$ cat src/rtl/adc_seq_pkg.sv
// Constants, channel codes and range tables for the measurement sequencer.
// Assumes a 125 MHz core clock; all slower rates come from enable pulses.
package adc_seq_pkg;
    // Clock rates in kHz
    localparam int CLK_KHZ = 125000;
    localparam int SYS_OSC_KHZ = 4000;
    localparam int BOOST_OSC_SLOW_KHZ = 11500;
    localparam int BOOST_OSC_FAST_KHZ = 22000;
    localparam int PWM_PERIOD_CYC = 64;
    localparam int PWM_CNT_W = $clog2(PWM_PERIOD_CYC);

    // Converter slot: mux settle then eight bit decisions, in system ticks
    localparam int SLOT_NS = 3000;
    localparam int SLOT_TICKS = SLOT_NS * SYS_OSC_KHZ / 1000000;
    localparam int SETTLE_NS = 500;
    localparam int SETTLE_TICKS = (SETTLE_NS * SYS_OSC_KHZ + 999999) / 1000000;
    localparam int TICK_CNT_W = 4;

    // Slow auxiliary refresh, in system ticks
    localparam int AUX_PERIOD_US = 4000;
    localparam int AUX_PERIOD_TICKS = AUX_PERIOD_US * SYS_OSC_KHZ / 1000;

    // Odd-slot schedule: 18 odd slots, one every 6 us, make 108 us
    localparam int ODD_SEQ_LEN = 18;
    localparam logic [4:0] POS_BATT = 5'h00;
    localparam logic [4:0] POS_LED1_A = 5'h04;
    localparam logic [4:0] POS_LED1_B = 5'h0D;
    localparam logic [4:0] POS_LED2_A = 5'h08;
    localparam logic [4:0] POS_LED2_B = 5'h11;

    localparam int RES_W = 8;
    localparam int CH_NUM = 6;
    localparam logic [RES_W-1:0] RESULT_RST = 8'h00;
    localparam logic [RES_W-1:0] SAR_MSB = 8'h80;

    typedef enum logic [2:0] {
        CH_BOOST = 3'b000,
        CH_BATT = 3'b001,
        CH_LED1 = 3'b010,
        CH_LED2 = 3'b011,
        CH_AUX1 = 3'b100,
        CH_AUX2 = 3'b101
    } channel_t;

    // Full-scale voltage of code 255 per channel, in mV
    // boost 80 V full scale
    localparam int FS_BOOST_MV = 80000;
    localparam int FS_BATT_MV = 40000;
    localparam int FS_LED_MV = 80000;
    // aux inputs 3 V full scale
    localparam int FS_AUX_MV = 3000;

    // Boost range tables, codes in boost-channel steps
    localparam logic [7:0] TRGT_BASE_CODE = 8'h30;
    localparam logic [7:0] TRGT_STEP_CODE = 8'h08;
    localparam logic [7:0] WIN_HALF_CODE = 8'h10;
    localparam logic [7:0] SD_MARGIN_CODE = 8'h18;

    function automatic logic [7:0] range_target(input logic [3:0] rng);
        range_target = TRGT_BASE_CODE + 8'({4'h0, rng} * TRGT_STEP_CODE);
    endfunction
endpackage

$ cat src/rtl/sar_converter.sv
// Successive-approximation register for one 8-bit conversion.
// Assumes an external DAC and comparator: comp_ge high when input >= dac_code.
`timescale 1ns/1ps
`default_nettype none
module sar_converter (
    input wire logic clock,
    input wire logic rst_n,
    input wire logic start,
    input wire logic step_en,
    input wire logic comp_ge,
    output logic [adc_seq_pkg::RES_W-1:0] dac_code,
    output logic [adc_seq_pkg::RES_W-1:0] result,
    output logic busy,
    output logic done
);
    logic [adc_seq_pkg::RES_W-1:0] code_q;
    logic [adc_seq_pkg::RES_W-1:0] code_d;
    logic [adc_seq_pkg::RES_W-1:0] trial_q;
    logic [adc_seq_pkg::RES_W-1:0] kept;
    logic busy_q;
    logic last;

    // Keep or drop the bit under trial, then try the next lower one
    assign kept = comp_ge ? code_q : (code_q & ~trial_q);
    assign last = trial_q[0];
    assign code_d = last ? kept : (kept | (trial_q >> 1));

    always_ff @(posedge clock or negedge rst_n) begin
        if (!rst_n) begin
            code_q <= adc_seq_pkg::RESULT_RST;
            trial_q <= adc_seq_pkg::RESULT_RST;
            busy_q <= 1'b0;
            done <= 1'b0;
            result <= adc_seq_pkg::RESULT_RST;
        end else begin
            done <= 1'b0;
            if (start) begin
                code_q <= adc_seq_pkg::SAR_MSB;
                trial_q <= adc_seq_pkg::SAR_MSB;
                busy_q <= 1'b1;
            end else if (busy_q && step_en) begin
                code_q <= code_d;
                trial_q <= trial_q >> 1;
                if (last) begin
                    busy_q <= 1'b0;
                    done <= 1'b1;
                    result <= kept;
                end
            end
        end
    end

    assign dac_code = code_q;
    assign busy = busy_q;
endmodule
`default_nettype wire

$ cat src/rtl/adc_measurement_sequencer.sv
// Autonomous measurement sequencer around one shared 8-bit SAR converter,
// with result memory, host readout, system and booster reference timing,
// boost range tables and the shutdown gate cut-off.
// Assumes the analog mux, DAC and comparator sit outside, and that the
// serial-interface logic presents the select pointer and range as levels.
`timescale 1ns/1ps
`default_nettype none
module adc_measurement_sequencer #(
    parameter int AUX_PERIOD_TICKS = adc_seq_pkg::AUX_PERIOD_TICKS
) (
    input wire logic clock,
    input wire logic nrst,
    input wire logic comp_ge,
    input wire logic string1_active,
    input wire logic string2_active,
    input wire logic [2:0] measurement_select,
    input wire logic [3:0] boost_range,
    input wire logic booster_osc_fast,
    input wire logic [adc_seq_pkg::PWM_CNT_W-1:0] boost_duty,
    output logic [2:0] mux_select,
    output logic [adc_seq_pkg::RES_W-1:0] dac_code,
    output logic [adc_seq_pkg::RES_W-1:0] measurement_readout_register,
    output logic [adc_seq_pkg::RES_W-1:0] boost_result,
    output logic [adc_seq_pkg::RES_W-1:0] battery_result,
    output logic [adc_seq_pkg::RES_W-1:0] string1_result,
    output logic [adc_seq_pkg::RES_W-1:0] string2_result,
    output logic [adc_seq_pkg::RES_W-1:0] boost_target_level,
    output logic [adc_seq_pkg::RES_W-1:0] normal_window_low,
    output logic [adc_seq_pkg::RES_W-1:0] normal_window_high,
    output logic boost_shutdown,
    output logic boost_gate_drive,
    output logic result_stored
);
    localparam int RW = adc_seq_pkg::RES_W;
    localparam int CW = adc_seq_pkg::TICK_CNT_W;
    localparam logic [17:0] CLK_KHZ_W = 18'(adc_seq_pkg::CLK_KHZ);
    localparam logic [17:0] SYS_INC = 18'(adc_seq_pkg::SYS_OSC_KHZ);
    localparam logic [17:0] BST_SLOW_INC = 18'(adc_seq_pkg::BOOST_OSC_SLOW_KHZ);
    localparam logic [17:0] BST_FAST_INC = 18'(adc_seq_pkg::BOOST_OSC_FAST_KHZ);
    localparam logic [CW-1:0] SLOT_LAST = CW'(adc_seq_pkg::SLOT_TICKS - 1);
    localparam logic [CW-1:0] SETTLE_END = CW'(adc_seq_pkg::SETTLE_TICKS);
    localparam logic [4:0] ODD_LAST = 5'(adc_seq_pkg::ODD_SEQ_LEN - 1);
    localparam logic [15:0] AUX_LAST = 16'(AUX_PERIOD_TICKS - 1);
    localparam logic [2:0] CH_NUM_W = 3'(adc_seq_pkg::CH_NUM);

    typedef enum logic [1:0] {
        ST_SETTLE = 2'b00,
        ST_CONVERT = 2'b01,
        ST_HOLD = 2'b10
    } slot_state_t;

    // Reset release through two flops
    logic rst_meta_q;
    logic rst_n;

    always_ff @(posedge clock or negedge nrst) begin
        if (!nrst) begin
            rst_meta_q <= 1'b0;
            rst_n <= 1'b0;
        end else begin
            rst_meta_q <= 1'b1;
            rst_n <= rst_meta_q;
        end
    end

    // 4 MHz system tick from a phase accumulator
    logic [17:0] sys_acc_q;
    logic [17:0] sys_sum;
    logic sys_wrap;
    logic sys_tick_q;

    assign sys_sum = sys_acc_q + SYS_INC;
    assign sys_wrap = sys_sum >= CLK_KHZ_W;

    always_ff @(posedge clock or negedge rst_n) begin
        if (!rst_n) begin
            sys_acc_q <= 18'h0_0000;
            sys_tick_q <= 1'b0;
        end else begin
            sys_acc_q <= sys_wrap ? (sys_sum - CLK_KHZ_W) : sys_sum;
            sys_tick_q <= sys_wrap;
        end
    end

    // booster reference tick, slow or fast rate
    logic [17:0] bst_acc_q;
    logic [17:0] bst_sum;
    logic [17:0] bst_inc;
    logic bst_wrap;
    logic bst_tick_q;

    assign bst_inc = booster_osc_fast ? BST_FAST_INC : BST_SLOW_INC;
    assign bst_sum = bst_acc_q + bst_inc;
    assign bst_wrap = bst_sum >= CLK_KHZ_W;

    always_ff @(posedge clock or negedge rst_n) begin
        if (!rst_n) begin
            bst_acc_q <= 18'h0_0000;
            bst_tick_q <= 1'b0;
        end else begin
            bst_acc_q <= bst_wrap ? (bst_sum - CLK_KHZ_W) : bst_sum;
            bst_tick_q <= bst_wrap;
        end
    end

    // Slot timing and schedule position
    logic [CW-1:0] tick_cnt_q;
    logic slot_odd_q;
    logic [4:0] odd_idx_q;
    logic slot_end;
    logic slot_begin;
    slot_state_t state_q;
    slot_state_t state_d;

    assign slot_end = sys_tick_q && (tick_cnt_q == SLOT_LAST);
    assign slot_begin = sys_tick_q && (tick_cnt_q == {CW{1'b0}});

    always_ff @(posedge clock or negedge rst_n) begin
        if (!rst_n) begin
            tick_cnt_q <= {CW{1'b0}};
            slot_odd_q <= 1'b0;
            odd_idx_q <= 5'h00;
        end else if (slot_end) begin
            tick_cnt_q <= {CW{1'b0}};
            slot_odd_q <= ~slot_odd_q;
            if (slot_odd_q) begin
                odd_idx_q <= (odd_idx_q == ODD_LAST) ? 5'h00 : odd_idx_q + 5'h01;
            end
        end else if (sys_tick_q) begin
            tick_cnt_q <= tick_cnt_q + {{(CW-1){1'b0}}, 1'b1};
        end
    end

    // aux refresh timer arms both aux requests
    logic [15:0] aux_cnt_q;
    logic aux_due;
    logic aux1_pend_q;
    logic aux2_pend_q;

    assign aux_due = sys_tick_q && (aux_cnt_q == AUX_LAST);

    always_ff @(posedge clock or negedge rst_n) begin
        if (!rst_n) begin
            aux_cnt_q <= 16'h0000;
        end else if (aux_due) begin
            aux_cnt_q <= 16'h0000;
        end else if (sys_tick_q) begin
            aux_cnt_q <= aux_cnt_q + 16'h0001;
        end
    end

    logic pos_batt;
    logic pos_led1;
    logic pos_led2;
    logic [2:0] pick;
    logic take_aux1;
    logic take_aux2;

    assign pos_batt = odd_idx_q == adc_seq_pkg::POS_BATT;
    assign pos_led1 = (odd_idx_q == adc_seq_pkg::POS_LED1_A)
                   || (odd_idx_q == adc_seq_pkg::POS_LED1_B);
    assign pos_led2 = (odd_idx_q == adc_seq_pkg::POS_LED2_A)
                   || (odd_idx_q == adc_seq_pkg::POS_LED2_B);

    always_comb begin
        pick = adc_seq_pkg::CH_BOOST;
        if (slot_odd_q) begin
            // battery once per 18 odd slots
            if (pos_batt) begin
                pick = adc_seq_pkg::CH_BATT;
            // each string twice per 108 us
            end else if (pos_led1 && string1_active) begin
                pick = adc_seq_pkg::CH_LED1;
            end else if (pos_led2 && string2_active) begin
                pick = adc_seq_pkg::CH_LED2;
            end else if (aux1_pend_q) begin
                pick = adc_seq_pkg::CH_AUX1;
            end else if (aux2_pend_q) begin
                pick = adc_seq_pkg::CH_AUX2;
            end
        end
    end

    assign take_aux1 = slot_begin && (pick == adc_seq_pkg::CH_AUX1);
    assign take_aux2 = slot_begin && (pick == adc_seq_pkg::CH_AUX2);

    // A new period request wins over a slot taking the old one
    always_ff @(posedge clock or negedge rst_n) begin
        if (!rst_n) begin
            aux1_pend_q <= 1'b1;
            aux2_pend_q <= 1'b1;
        end else begin
            aux1_pend_q <= aux_due | (aux1_pend_q & ~take_aux1);
            aux2_pend_q <= aux_due | (aux2_pend_q & ~take_aux2);
        end
    end

    // slot sequence - settle mux, convert, hold
    logic sar_start;
    logic sar_busy;
    logic sar_done;
    logic [RW-1:0] sar_result;

    assign sar_start = (state_q == ST_SETTLE) && sys_tick_q && (tick_cnt_q == SETTLE_END);

    always_comb begin
        state_d = state_q;
        unique case (state_q)
            ST_SETTLE: begin
                if (sar_start) begin
                    state_d = ST_CONVERT;
                end
            end
            ST_CONVERT: begin
                if (sar_done) begin
                    state_d = ST_HOLD;
                end
            end
            ST_HOLD: begin
                state_d = ST_HOLD;
            end
            default: begin
                state_d = ST_HOLD;
            end
        endcase
        if (slot_end) begin
            state_d = ST_SETTLE;
        end
    end

    always_ff @(posedge clock or negedge rst_n) begin
        if (!rst_n) begin
            state_q <= ST_SETTLE;
            mux_select <= adc_seq_pkg::CH_BOOST;
        end else begin
            state_q <= state_d;
            if (slot_begin) begin
                mux_select <= pick;
            end
        end
    end

    // one shared converter for all channels
    sar_converter u_sar (
        .clock(clock),
        .rst_n(rst_n),
        .start(sar_start),
        .step_en(sys_tick_q),
        .comp_ge(comp_ge),
        .dac_code(dac_code),
        .result(sar_result),
        .busy(sar_busy),
        .done(sar_done)
    );

    // string result kept if its output went inactive
    logic store_ok;
    logic [RW-1:0] result_q [adc_seq_pkg::CH_NUM];

    always_comb begin
        store_ok = sar_done && (state_q == ST_CONVERT) && sar_busy == 1'b0;
        if (mux_select == adc_seq_pkg::CH_LED1 && !string1_active) begin
            store_ok = 1'b0;
        end
        if (mux_select == adc_seq_pkg::CH_LED2 && !string2_active) begin
            store_ok = 1'b0;
        end
    end

    // whole byte written in one edge per channel
    genvar gi;
    generate
        for (gi = 0; gi < adc_seq_pkg::CH_NUM; gi++) begin : g_mem
            always_ff @(posedge clock or negedge rst_n) begin
                if (!rst_n) begin
                    result_q[gi] <= adc_seq_pkg::RESULT_RST;
                end else if (store_ok && mux_select == 3'(gi)) begin
                    result_q[gi] <= sar_result;
                end
            end
        end
    endgenerate

    always_ff @(posedge clock or negedge rst_n) begin
        if (!rst_n) begin
            result_stored <= 1'b0;
        end else begin
            result_stored <= store_ok;
        end
    end

    // only codes below six select a result
    logic sel_ok;

    assign sel_ok = measurement_select < CH_NUM_W;

    // readout follows memory, never touches the sequencer
    // refreshed every cycle from the entry a code below six selects
    always_ff @(posedge clock or negedge rst_n) begin
        if (!rst_n) begin
            measurement_readout_register <= adc_seq_pkg::RESULT_RST;
        end else if (sel_ok) begin
            measurement_readout_register <= result_q[measurement_select];
        end
    end

    always_ff @(posedge clock or negedge rst_n) begin
        if (!rst_n) begin
            boost_result <= adc_seq_pkg::RESULT_RST;
            battery_result <= adc_seq_pkg::RESULT_RST;
            string1_result <= adc_seq_pkg::RESULT_RST;
            string2_result <= adc_seq_pkg::RESULT_RST;
        end else begin
            boost_result <= result_q[adc_seq_pkg::CH_BOOST];
            battery_result <= result_q[adc_seq_pkg::CH_BATT];
            string1_result <= result_q[adc_seq_pkg::CH_LED1];
            string2_result <= result_q[adc_seq_pkg::CH_LED2];
        end
    end

    // range setting selects target, window and shutdown
    logic [RW-1:0] trgt;
    logic [RW-1:0] sd_level;
    logic sd_hit;

    assign trgt = adc_seq_pkg::range_target(boost_range);
    assign sd_level = trgt + adc_seq_pkg::SD_MARGIN_CODE;
    // compare stored boost result with shutdown level
    assign sd_hit = result_q[adc_seq_pkg::CH_BOOST] >= sd_level;

    always_ff @(posedge clock or negedge rst_n) begin
        if (!rst_n) begin
            boost_target_level <= adc_seq_pkg::RESULT_RST;
            normal_window_low <= adc_seq_pkg::RESULT_RST;
            normal_window_high <= adc_seq_pkg::RESULT_RST;
            boost_shutdown <= 1'b0;
        end else begin
            boost_target_level <= trgt;
            normal_window_low <= trgt - adc_seq_pkg::WIN_HALF_CODE;
            normal_window_high <= trgt + adc_seq_pkg::WIN_HALF_CODE;
            boost_shutdown <= sd_hit;
        end
    end

    // gate PWM period is 64 reference ticks
    logic [adc_seq_pkg::PWM_CNT_W-1:0] pwm_cnt_q;
    logic pwm_on;

    assign pwm_on = pwm_cnt_q < boost_duty;

    always_ff @(posedge clock or negedge rst_n) begin
        if (!rst_n) begin
            pwm_cnt_q <= '0;
        end else if (bst_tick_q) begin
            pwm_cnt_q <= pwm_cnt_q + 1'b1;
        end
    end

    // gate forced low at or above shutdown
    always_ff @(posedge clock or negedge rst_n) begin
        if (!rst_n) begin
            boost_gate_drive <= 1'b0;
        end else begin
            boost_gate_drive <= pwm_on && !sd_hit;
        end
    end
endmodule
`default_nettype wire

$ cat config.mk
export PLATFORM = sky130hd
export DESIGN_NAME = adc_measurement_sequencer
export DESIGN_NICKNAME = d
export VERILOG_FILES = /design/src/rtl/adc_seq_pkg.sv /design/src/rtl/sar_converter.sv /design/src/rtl/adc_measurement_sequencer.sv
export SDC_FILE = /design/constraint.sdc
export NUM_CORES = 1
export LEC_CHECK = 0
export BUFFER_PORTS_ARGS = -buffer_cell sky130_fd_sc_hd__clkbuf_2
export CAP_MARGIN = 40
export CORE_AREA = 10 10 158 160
export DETAILED_ROUTE_END_ITERATION = 6
export DIE_AREA = 0 0 168 170
export GPL_ROUTABILITY_DRIVEN = 0
export PLACE_DENSITY_LB_ADDON = 0.08
export RECOVER_POWER = 100
export SETUP_SLACK_MARGIN = 0.3
export SLEW_MARGIN = 20
export SYNTH_ARGS = -nofsm -noshare
export SYNTH_HDL_FRONTEND = slang
export SYNTH_SLANG_ARGS = --single-unit
export TNS_END_PERCENT = 50
$ cat constraint.sdc
create_clock -name clock -period 19.25 [get_ports clock]
set_input_delay 0.9625 -clock clock [delete_from_list [all_inputs] [get_ports clock]]
set_output_delay 0.9625 -clock clock [all_outputs]
set_load 0.05 [all_outputs]
# Word level (Yosys, flattened, before mapping)
# Index checks and enable logic that the tools add are counted.
# op_classes
eq_ne	17
muxes	35
n_reduce_logical	38
bitwise_logic	13
n_addsub	12
n_lt_le_gt_ge	6
# op_table
operator	n
8-bit two-way mux	8
18-bit by 17-bit >= comparator with 1-bit output (second input constant)	2
18-bit two-way mux	2
18-bit by 17-bit subtractor with 18-bit output (second input constant)	2
16-bit two-way mux	2
8-bit binary-select mux with 3-bit select	1
1-bit logical AND	21
18-bit by 12-bit adder with 18-bit output (second input constant)	1
18-bit by 15-bit adder with 18-bit output	1
3-bit two-way mux	6
16-bit by 1-bit adder with 16-bit output (second input constant)	1
8-bit by 5-bit adder with 8-bit output (second input constant)	2
16-bit by 14-bit equality test with 1-bit output (second input constant)	1
15-bit two-way mux	1
3-bit equality test (second input constant)	4
5-bit by 4-bit equality test with 1-bit output (second input constant)	2
6-bit by 7-bit adder with 8-bit output (first input constant)	1
8-bit bitwise AND	1
8-bit >= comparator	1
1-bit two-way mux	8
4-bit two-way mux	2
8-bit NOT	1
8-bit by 7-bit OR with 8-bit output	1
2-bit nonzero test	4
other kinds (31)	45
# word_totals
output_inout_bits	78
word_cells	158
inputBits	19
register_bits	220

# Longest topological paths before layout
# Gate-level depths: netlist of the first run.
# logic_depth
ltp_word	12
ltp_mapped	12
depth_no_buf	12

# Modules after synthesis
# A second synthesis of the first run with hierarchy kept.
# hier_totals
cells_unflattened	862
area_unflattened_um2	9690.5
# by_module_without_submodules
module	cells_each	n_inst	seq_area_each_um2	area_per_inst_um2
adc_measurement_sequencer	752	1	4431.8	8618.3
sar_converter	110	1	650.6	1072.3

# Worst setup path after synthesis of the first run
# No wires, ideal clock.
# synth_path
path_type	input -> register
start	input port booster_osc_fast
end	register bst_acc_q[6]
slack_ns	15.625
n_path_buf	0
arrival_ns	3.488
setup_ns	0.137
stages	11
required_time_ns	19.113
cell_sequence	inv_1 -> ha_1 -> fa_1 -> a211oi_1 -> xnor2_1 -> a41oi_1 -> nor2_1 -> a31o_2 -> a2111oi_4 -> o32ai_1 -> xor2_1
# synth_via
elab_chain_len	4
elab_cells_between_ends	5
cone_classes	add/sub: 2; order compare: 1; mux: 2
# synth_lines
element	line	source
from (decl)	adc_measurement_sequencer.sv:18	input wire logic booster_osc_fast,
15-bit two-way mux *	adc_measurement_sequencer.sv:92	assign bst_inc = booster_osc_fast ? BST_FAST_INC : BST_SLOW_INC;
18-bit by 15-bit adder with 18-bit output *	adc_measurement_sequencer.sv:93	assign bst_sum = bst_acc_q + bst_inc;
18-bit by 17-bit subtractor with 18-bit output or 18-bit by 17-bit >= comparator with 1-bit output (tied branches)	adc_measurement_sequencer.sv:101, adc_measurement_sequencer.sv:94	
18-bit two-way mux *	adc_measurement_sequencer.sv:101	bst_acc_q <= bst_wrap ? (bst_sum - CLK_KHZ_W) : bst_sum;
to (signal assigned)	adc_measurement_sequencer.sv:101	
to (decl)	adc_measurement_sequencer.sv:86	logic [17:0] bst_acc_q;
# Every way passes the cells marked *; elsewhere a longest branch is shown, timed or not.
# A chain may end at the register's enable or synchronous reset.

# Final worst setup path of the first run
# Ends and elaborated chain as after synthesis.

==> metrics.txt, run 1 <==
Final nets 1013; first-pass GRT wire length 34100 um; clk root buf clkbuf_16; setup TNS after final layout 0 ns; Hold Fails Final Rpt 0; Synth Cell Area 9630 sq um; routed len/inst 16.1 um; # port buffers 87; post-route clock period utilization 29.0%; cells along the critical path clkbuf_1 > inv_1 > ha_1 > fa_1 > a211oi_1 > xnor2_1 > a41oi_1 > nor2_1 > a31o_2 > a2111oi_0 > o32ai_1 > xor2_1; Final ANT Viol Nets 0; vias per cell 5.13; Syn Inst Count 863; number of global-route vias before repair 6558; Slew Viols, Final 10; hold_ws 0.236 ns; core outline area 21700 sq um; cts-stage hold buffer count 0; FMAX 0.179 GHz; CP bufs+invs 2; Post-CTS Setup Bufs 0; CP peak stage delay 2.03 ns; number of distinct library cells after synthesis 66; Worst Skew 0.0127 ns; Worst setup EP type flop; largest net degree at the start of global routing 176; worst hold path class in -> async; initial DRC count 455; Setup Crit Path Kind in -> reg; Critical Path RT 19.62 ns; via count 6428; io pins 97; Initial Utilization 44.4%; antenna violations before repair 0; PostCTS Resize Cnt 0; cell depth of the worst flop-to-flop path 9; TritonCTS clock tree done; grt ovf 0; post-DP HPWL 13800 um; non-filler cells, final 1253; CTS max path bufs 3; # setup viols final 0; crit start category input pin; share of cells above drive strength 1 13.4%; area share of the leading cell type in the synthesized netlist 52.2%; final WL 20200 um; maxcap violations 1; ys async rst share 100%; DR pass1 iterations 4; placed insts 1209; Syn Area/Cell 11.2 sq um; leading post-synthesis cells by cell area dfrtp_1, mux2_2, ha_1; status finished with violations; RSZ-0062 raised after global routing false; Worst-path clk slew 0.06 ns; H-tree levels 1; Die Span X 168 um; Post-synth EDFFs 0; delay-heaviest family, CP compound AO/OA/AOI/OAI gates; Rows 54; failing checks max-capacitance violations, max-slew violations; number of diodes 0; cell area after layout 11000 sq um; area leader, netlist dfrtp_1; instance count on the critical path 12; area grow syn2layout 14.3%; die height 170 um; fin crit period 5.59 ns; die area 28600 sq um; worst-path fanout max 9; Tot GR Track Use 14.1%; Placed Area 10300 sq um; Worst path slowest cell a2111oi_0; Seq/Total Area, Yosys 52.8%; FF+latch count, synth 203; Synth Flop Type dfrtp_1; maximum VDD drop 0.0000653 V; relative slew slack -72.9%; synth warn 0; clk_lat worst skew 0.51 ns; arrival time worst endpoint 5.96 ns; drt drc 0; CTS Sinks 203; Worst Max-Slew Pin Slew 2.53 ns; pwr dens 112 nW/um^2; CTS buffer count 24; leak pwr 5.08 nW
[cell usage after synthesis, types with 2 or more instances]
cell,instances
a211oi_1,6
a21boi_0,4
a21o_1,12
a21oi_1,38
a22o_1,7
a31o_2,2
a31oi_1,5
and2_1,5
and3_1,5
buf_1,2
buf_2,3
buf_4,12
clkbuf_1,20
conb_1,2
dfrtp_1,201
dfstp_2,2
ha_1,37
inv_1,44
mux2_2,59
mux2i_1,15
mux4_2,8
nand2_1,89
nand2b_1,10
nand3_1,17
nand3b_1,7
nand4_1,12
nor2_1,42
nor2b_1,6
nor3_1,16
nor3b_1,5
nor4_1,4
o211ai_1,4
o21a_1,5
o21ai_0,55
o21bai_1,3
o22ai_1,2
o31ai_1,2
or3_1,6
xnor2_1,36
xor2_1,27
[layout by cell type (no fill, tap or decap), types with 17 or more instances in the layout]
| cell | Yosys | routed |
|---|---|---|
| dfrtp_1 | 201 | 201 |
| nand2_1 | 89 | 89 |
| clkbuf_1 | 20 | 86 |
| mux2_2 | 59 | 59 |
| o21ai_0 | 55 | 55 |
| inv_1 | 44 | 44 |
| nor2_1 | 42 | 42 |
| a21oi_1 | 38 | 38 |
| ha_1 | 37 | 37 |
| xnor2_1 | 36 | 36 |
| xor2_1 | 27 | 27 |
| clkbuf_16 | 0 | 25 |
| nand3_1 | 17 | 17 |
[logic make-up (layout without fill, tap and decap cells)]
group / after synthesis / in the layout / share of synthesized area [%]
compound gates: 160 / 160 / 10.5
simple gates: 234 / 234 / 11.9
other cells: 2 / 10 / 0.0780
xor+xnor: 63 / 63 / 5.73
flops: 203 / 203 / 52.8
buf+inv: 81 / 183 / 3.66
fa+ha+maj: 38 / 38 / 5.01
mux: 82 / 82 / 10.3
[worst paths after layout]
path                                  startpoint                 to  slack, ns
max in group asynchronous                  rst_n  u_sar.dac_code[0]      17.22
worst max register to register      bst_acc_q[4]       bst_acc_q[6]      14.08
worst min-delay path                        nrst              rst_n       0.24
worst max-delay path            booster_osc_fast       bst_acc_q[6]      13.66
min in group clock                    rst_meta_q              rst_n       0.35
worst min register to register        rst_meta_q              rst_n       0.35
[power by group]
group	total [mW]	leakage, nW	internal, mW	switching (mW)
Combinational	0.287	1.99	0.111	0.176
Clock	0.461	0.407	0.286	0.175
Sequential	0.480	2.68	0.455	0.0249
Total	1.23	5.08	0.853	0.376
[flip-flops by register name, summed over array words and instances, names as in the netlist, 6 cells and up]
signal / count
result_q: 48
aux_cnt_q: 16
bst_acc_q: 16
sys_acc_q: 15
battery_result: 8
boost_result: 8
measurement_readout_register: 8
string1_result: 8
string2_result: 8
u_sar.dac_code: 8
u_sar.result: 8
u_sar.trial_q: 8
pwm_cnt_q: 6
[per-stage QoR]
step	worst slack [ns]	util, %	power [mW]
floorplan	13.18	-	0.724
global route	13.40	50.7	1.30
detailed placement	14.88	47.7	0.786
finish	13.66	50.7	1.23
CTS	15.43	51.5	1.25
global placement	14.89	47.7	0.785
[layout make-up]
| class | instances | area [sq um] |
|---|---|---|
| Fill cell | 2009 | 10700 |
| Tap cell | 280 | 350 |
| Sequential cell | 203 | 5080 |
| Multi-Input combinational cell | 587 | 4190 |
| Inverter | 44 | 165 |
| Clock inverter | 9 | 101 |
| Timing Repair Buffer | 96 | 394 |
| Clock buffer | 34 | 719 |
[routing by layer]
layer | global-route usage (%) | vias to the layer above | part of all wire, %
met3 | 2.53 | 30 | 3.9
met1 | 19.2 | 3109 | 48
met2 | 22.7 | 106 | 46
met5 | 0 | - | 0
met4 | 3.94 | 0 | 1.9
li1 | - | 3183 | -
No activity file was read; power rests on OpenSTA's default activity.
==> inputs of run 2 (changes only) <==
--- a/config.mk
+++ b/config.mk
@@ -5,11 +5,12 @@
 export SDC_FILE = /design/constraint.sdc
 export NUM_CORES = 1
 export LEC_CHECK = 0
+export ABC_AREA = 1
 export BUFFER_PORTS_ARGS = -buffer_cell sky130_fd_sc_hd__clkbuf_2
 export CAP_MARGIN = 40
-export CORE_AREA = 10 10 158 160
+export CORE_AREA = 10 10 162 164
 export DETAILED_ROUTE_END_ITERATION = 6
-export DIE_AREA = 0 0 168 170
+export DIE_AREA = 0 0 172 174
 export GPL_ROUTABILITY_DRIVEN = 0
 export PLACE_DENSITY_LB_ADDON = 0.08
 export RECOVER_POWER = 100
==> constraint.sdc (replaced) <==
create_clock -name clock -period 4.5 [get_ports clock]
set_input_delay 0.225 -clock clock [delete_from_list [all_inputs] [get_ports clock]]
set_output_delay 0.225 -clock clock [all_outputs]
set_load 0.05 [all_outputs]
==> run 2 against run 1 <==
The flow still finishes with violations (max-capacitance violations, max-slew violations). First-iteration DRC count up 4.2%. Hold slack worse by 0.20 ns. Clock power rose to 4.4 times the previous value. Highest routed layer unchanged.
==> metrics.txt, run 2 <==
most frequent cells after synthesis nand2_1, dfrtp_1, inv_1; PostCTS Resize Cnt 0 (unchanged); Initial Utilization 44.3% (-0.10 points); Final ANT Viol Nets 0 (unchanged); Rows 56 (+3.7%); Tot GR Track Use 15.3% (+1.2 points); area leader, netlist dfrtp_1; antenna violations before repair 0 (unchanged); area grow syn2layout 13.5%; leading post-synthesis cells by cell area dfrtp_1, nand2_1, inv_1; leak pwr 5.76 nW (+13%); status finished with violations; CP peak stage delay 1.08 ns (-0.95 ns); Syn Inst Count 1220 (+41%); worst-path fanout max 16 (+7); Worst path slowest cell xnor2_1; drt drc 0 (unchanged); most frequent cells in the layout nand2_1, dfrtp_1, inv_1; Setup Crit Path Kind reg -> reg; Synth Cell Area 10200 sq um (+6.4%); maxcap violations 1 (unchanged); Seq/Total Area, Yosys 49.6% (-3.2 points); cell depth of the worst flop-to-flop path 9 (unchanged); relative slew slack -33.4% (+39 points); die height 174 um (+2.4%); pwr dens 497 nW/um^2 (+350%); Worst-path clk slew 0.06 ns (about the same); Worst Max-Slew Pin Slew 2.00 ns (-0.527 ns); arrival time worst endpoint 3.55 ns (-2.41 ns); FF+latch count, synth 203 (unchanged); Worst Skew 0.0171 ns (+0.00447 ns); number of distinct library cells after synthesis 55 (-17%); post-route clock period utilization 70.0%; clk_lat worst skew 0.51 ns (about the same); clk root buf clkbuf_16; Slew Viols, Final 83 (+73); commonest non-fill, non-tap cell in the layout nand2_1; biggest regs result_q: 48 flops, aux_cnt_q: 16 flops, bst_acc_q: 16 flops; # setup viols final 0 (unchanged); top-count cell post-synth nand2_1; # port buffers 87 (unchanged); fin crit period 3.15 ns; Synth Flop Type dfrtp_1; cells along the critical path ha_1 > nor2_1 > nand3_1 > nand3_1 > nor2_1 > xnor2_1 > nand3_4 > o21ai_0 > inv_1; largest net degree at the start of global routing 83 (-53%); area share of the leading cell type in the synthesized netlist 49.1% (-3.1 points); Worst setup EP type flop; via count 8039 (+25%); Pwr Total 5.78 mW (+370%); synth warn 0 (unchanged); first-pass GRT wire length 38300 um (+12%); routed len/inst 14.3 um (-12%); Syn Area/Cell 8.40 sq um (-25%); maximum VDD drop 0.000293 V (+350%); Die Span X 172 um (+2.4%); Final nets 1369 (+35%); setup TNS after final layout 0 ns (unchanged); TritonCTS clock tree done; Reg with most FFs result_q; number of global-route vias before repair 7829 (+19%); failing checks max-capacitance violations, max-slew violations; FMAX 0.317 GHz; core outline area 23100 sq um (+6.6%); DR pass1 iterations 5 (+1); initial DRC count 474 (+4.2%); crit start category flop; Critical Path RT 4.90 ns (-14.72 ns); Hold Fails Final Rpt 0 (unchanged); post-DP HPWL 16800 um (+22%); H-tree levels 1 (unchanged); die area 29900 sq um (+4.8%); CTS buffer count 23 (-4.2%); Post-synth EDFFs 0 (unchanged); number of diodes 0 (unchanged); CTS Sinks 203 (unchanged); final WL 23100 um (+14%); RSZ-0062 raised after global routing false; io pins 97 (unchanged); share of cells above drive strength 1 6.25% (-7.1 points); CTS max path bufs 3 (unchanged); ys async rst share 100% (unchanged); worst hold path class in -> async; grt ovf 0 (unchanged); max reg flops 48 (unchanged); vias per cell 4.97 (-3.2%)
run 2: cell types whose count changed in the layout (fill, tap and decap cells not counted), sizes merged, moves of 13 or more:
cell    change
nand2     +260
inv       +107
nand3      +60
mux2       -59
o21ai      +54
nor2       +30
xnor2      -27
nand4      +20
mux2i      -15
clkbuf     -13
run 2: routing by layer:
metal	GRT usage, %	wire length, um
met5	0	0
met4	3.74	362
met3	2.70	1200
met2	24.5	10500
met1	20.9	11100
run 2: repair_timing:
item	in CTS	in global routing
buffers inserted	0	0
endpoints found under the setup margin	0	0
endpoints found under the hold margin	6	0
hold buffers	4	0
run 2: logic make-up (layout without fill, tap and decap cells):
group | count (synthesis) | in the layout | synth area share (%)
AOI/OAI and AO/OA | 175 | 175 | 9.73
other | 2 | 10 | 0.0733
buffers and inverters | 187 | 287 | 7.55
and+or+nand+nor | 576 | 576 | 24.7
adders and majority gates | 38 | 38 | 4.71
DFF | 203 | 203 | 49.6
xor gates and xnor gates | 39 | 39 | 3.59
run 2: power by group:
group	leakage (nW)	switching [mW]	internal [mW]	total, mW
registers	2.64	0.121	1.95	2.08
clock network	0.397	0.764	1.28	2.04
logic	2.73	1.11	0.549	1.66
run 2: worst paths after layout:
path	startpoint	endpoint	slack, ns
max reg2reg	sys_acc_q[5]	sys_acc_q[17]	1.35
max in group asynchronous	rst_n	u_sar.result[5]	1.87
min reg2reg	rst_n	normal_window_low[5]	0.11
min in group clock	boost_range[2]	normal_window_low[7]	0.05
min	nrst	rst_meta_q	0.03
max	sys_acc_q[5]	sys_acc_q[17]	1.35
run 2: cell type report:
class | instances | area [sq um]
Clock buffer | 26 | 617
Multi-Input combinational cell | 838 | 4350
Inverter | 151 | 567
Fill cell | 2287 | 11500
Clock inverter | 15 | 224
Timing Repair Buffer | 95 | 427
Tap cell | 290 | 363
Sequential cell | 203 | 5080
run 2: critical path: cells and delay by family, from the launching register on:
kind | cells | cell delay (ns)
xor+xnor | 1 | 1.08
simple gates | 5 | 0.98
flops | 1 | 0.46
fa+ha+maj | 1 | 0.24
compound gates | 1 | 0.21
buf+inv | 1 | 0.06
run 2: metrics by stage:
stage | cells | setup WS, ns | cell area (sq um) | utilization, % | hold WS, ns
2_1_floorplan | 1228 | 1.16 | 10300 | - | -0.0706
4_1_cts | 1617 | 1.80 | 11800 | 51.0 | 0.00941
3_5_place_dp | 1572 | 1.65 | 10900 | 47.2 | 0.0147
5_1_grt | 1618 | 0.986 | 11600 | 50.3 | 0.0318
3_3_place_gp | 1572 | 1.74 | 10900 | 47.2 | 0.0135
6_report | 1618 | 1.35 | 11600 | 50.3 | 0.0320
==> inputs of run 3 (changes only) <==
--- a/config.mk
+++ b/config.mk
@@ -5,12 +5,12 @@
 export SDC_FILE = /design/constraint.sdc
 export NUM_CORES = 1
 export LEC_CHECK = 0
-export ABC_AREA = 1
+export ABC_AREA = 0
 export BUFFER_PORTS_ARGS = -buffer_cell sky130_fd_sc_hd__clkbuf_2
 export CAP_MARGIN = 40
-export CORE_AREA = 10 10 162 164
+export CORE_AREA = 10 10 158 160
 export DETAILED_ROUTE_END_ITERATION = 6
-export DIE_AREA = 0 0 172 174
+export DIE_AREA = 0 0 168 170
 export GPL_ROUTABILITY_DRIVEN = 0
 export PLACE_DENSITY_LB_ADDON = 0.08
 export RECOVER_POWER = 100
==> constraint.sdc (replaced) <==
create_clock -name clock -period 2.88 [get_ports clock]
set_input_delay 0.144 -clock clock [delete_from_list [all_inputs] [get_ports clock]]
set_output_delay 0.144 -clock clock [all_outputs]
set_load 0.05 [all_outputs]
==> run 3 against run 2 <==
The flow finishes with violations (negative setup slack). Sequential power increased by 53%. Global-route usage decreased by 0.84 points. Sequential cell count unchanged. Utilization increased by 2.3 points. Critical path type unchanged.
==> metrics.txt, run 3 (synthesized netlist as in run 1, its figures left out) <==
Setup Crit Path Kind reg -> reg; delay-heaviest family, CP compound AO/OA/AOI/OAI gates; vias per cell 5.07 (+2.0%); post-DP HPWL 14500 um (-14%); Critical Path RT 3.30 ns (-1.60 ns); Worst setup EP type flop; status finished with violations; reg2reg setup slack -0.01 ns (-1.36 ns); core outline area 21700 sq um (-6.2%); crit start category flop; FMAX 0.346 GHz (+9.0%); fin crit period 2.89 ns (-0.259 ns); max layer used met4; number of diodes 0 (unchanged); CTS Sinks 203 (unchanged); hold depth 3; die height 170 um (-2.3%); cells along the critical path ha_2 > fa_2 > and2_4 > or3_4 > a221o_1 > nor2_2 > a31o_4 > a2111oi_4 > buf_4 > o21ai_0 > xor2_1; Worst Skew 0.00881 ns (-0.00834 ns); cell depth of the worst flop-to-flop path 11 (+2); biggest regs result_q: 48 flops, aux_cnt_q: 16 flops, bst_acc_q: 16 flops; Detail Route met2 WL 9860 um (-5.9%); arrival time worst endpoint 3.32 ns (-0.23 ns); Worst path slowest cell fa_2; Worst-path clk slew 0.06 ns (about the same); instance count on the critical path 11 (+2); routed len/inst 15.9 um (+12%); Die Span X 168 um (-2.3%); WL met3 825 um (-31%); share of cells above drive strength 1 18.3% (+12 points); # port buffers 87 (unchanged); relative slew slack 8.62% (+42 points); most frequent cells in the layout dfrtp_1, clkbuf_1, nand2_1; CP peak stage delay 0.42 ns (-0.66 ns); Rows 54 (-3.6%); RSZ-0062 raised after global routing true; post-route clock period utilization 100% (+30 points); setup ws final -0.0130 ns (-1.36 ns); pwr dens 763 nW/um^2 (+54%); Tot GR Track Use 14.4% (-0.84 points); max reg flops 48 (unchanged); DR pass1 iterations 4 (-1); maxcap violations 0 (-1); largest net degree at the start of global routing 56 (-33%); failing checks negative setup slack; Worst Max-Slew Pin Slew 1.37 ns (-0.630 ns); worst-path fanout max 5 (-11); initial DRC count 425 (-10%); drt drc 0 (unchanged); Pwr Total 8.71 mW (+51%); Slew Viols, Final 0 (-100%); CTS max path bufs 3 (unchanged); grt ovf 0 (unchanged); CTS buffer count 23 (unchanged); worst hold path class in -> reg; antenna violations before repair 0 (unchanged); leak pwr 5.28 nW (-8.4%); H-tree levels 1 (unchanged); Final nets 1066 (-22%); hold_ws 0.00732 ns (-0.0247 ns); met1 wire length 9770 um (-12%); Final ANT Viol Nets 0 (unchanged); clk_lat worst skew 0.49 ns (-0.02 ns); io pins 97 (unchanged); number of global-route vias before repair 6759 (-14%); TritonCTS clock tree done; Hold Fails Final Rpt 0 (unchanged); setup TNS after final layout -0.0130 ns (-0.0130 ns); # setup viols final 1 (+1); via count 6601 (-18%); final WL 20800 um (-10%); die area 28600 sq um (-4.6%); clk root buf clkbuf_16; commonest non-fill, non-tap cell in the layout dfrtp_1; first-pass GRT wire length 35100 um (-8.3%); area grow syn2layout 18.4%; CP bufs+invs 1 (unchanged); maximum VDD drop 0.000454 V (+55%); Initial Utilization 44.4% (+0.10 points); Reg with most FFs result_q
run 3: final cells by class:
type | instances | area, sq um
clock buffers | 29 | 608
fillers | 2005 | 10300
well taps | 280 | 350
flip-flops and latches | 203 | 5080
inverters | 44 | 165
repair buffers | 150 | 781
clock inverters | 10 | 109
multi-input cells | 587 | 4310
run 3: worst paths after layout:
check,from,to
max,bst_acc_q[2],bst_acc_q[9]
min,comp_ge,u_sar.result[0]
max reg2reg,bst_acc_q[2],bst_acc_q[9]
min reg2reg,rst_meta_q,rst_n
max in group asynchronous,rst_n,boost_result[7]
min in group asynchronous,rst_n,sys_acc_q[15]
run 3: layer usage:
layer | vias up | GRT usage (%)
li1 | 3272 | -
met1 | 3196 | 19.6
met2 | 104 | 23.7
met3 | 29 | 2.42
met4 | 0 | 3.26
met5 | - | 0
run 3: power breakdown:
group,total [mW],switching (mW),leakage (nW),internal [mW]
Clock,2.80,1.13,0.349,1.67
Combinational,2.71,1.46,2.25,1.26
Sequential,3.19,0.150,2.68,3.04
Total,8.71,2.74,5.28,5.97
run 3: what timing repair did:
| action | CTS | global route |
|---|---|---|
| pin swaps | 0 | 7 |
| buffers inserted | 2 | 2 |
| setup endpoints to repair | 21 | 27 |
| cloned | 0 | 0 |
| hold buffers | 8 | 0 |
| resized for setup | 10 | 13 |
| endpoints found under the hold margin | 13 | 0 |
run 3: through the flow:
step | setup WS [ns] | cells | util, % | cell area [sq um]
6_report | -0.0130 | 1303 | 52.6 | 11400
5_1_grt | -0.158 | 1303 | 52.6 | 11400
4_1_cts | 0.0199 | 1301 | 53.2 | 11500
3_5_place_dp | -0.204 | 1252 | 49.2 | 10700
3_3_place_gp | -0.171 | 1252 | 49.2 | 10700
2_1_floorplan | -0.0713 | 871 | - | 9670
run 3: tightest hold or removal path: stages:
cell	delay (ns)
clkbuf_2	0.17
nand2_1	0.08
o21ai_0	0.06
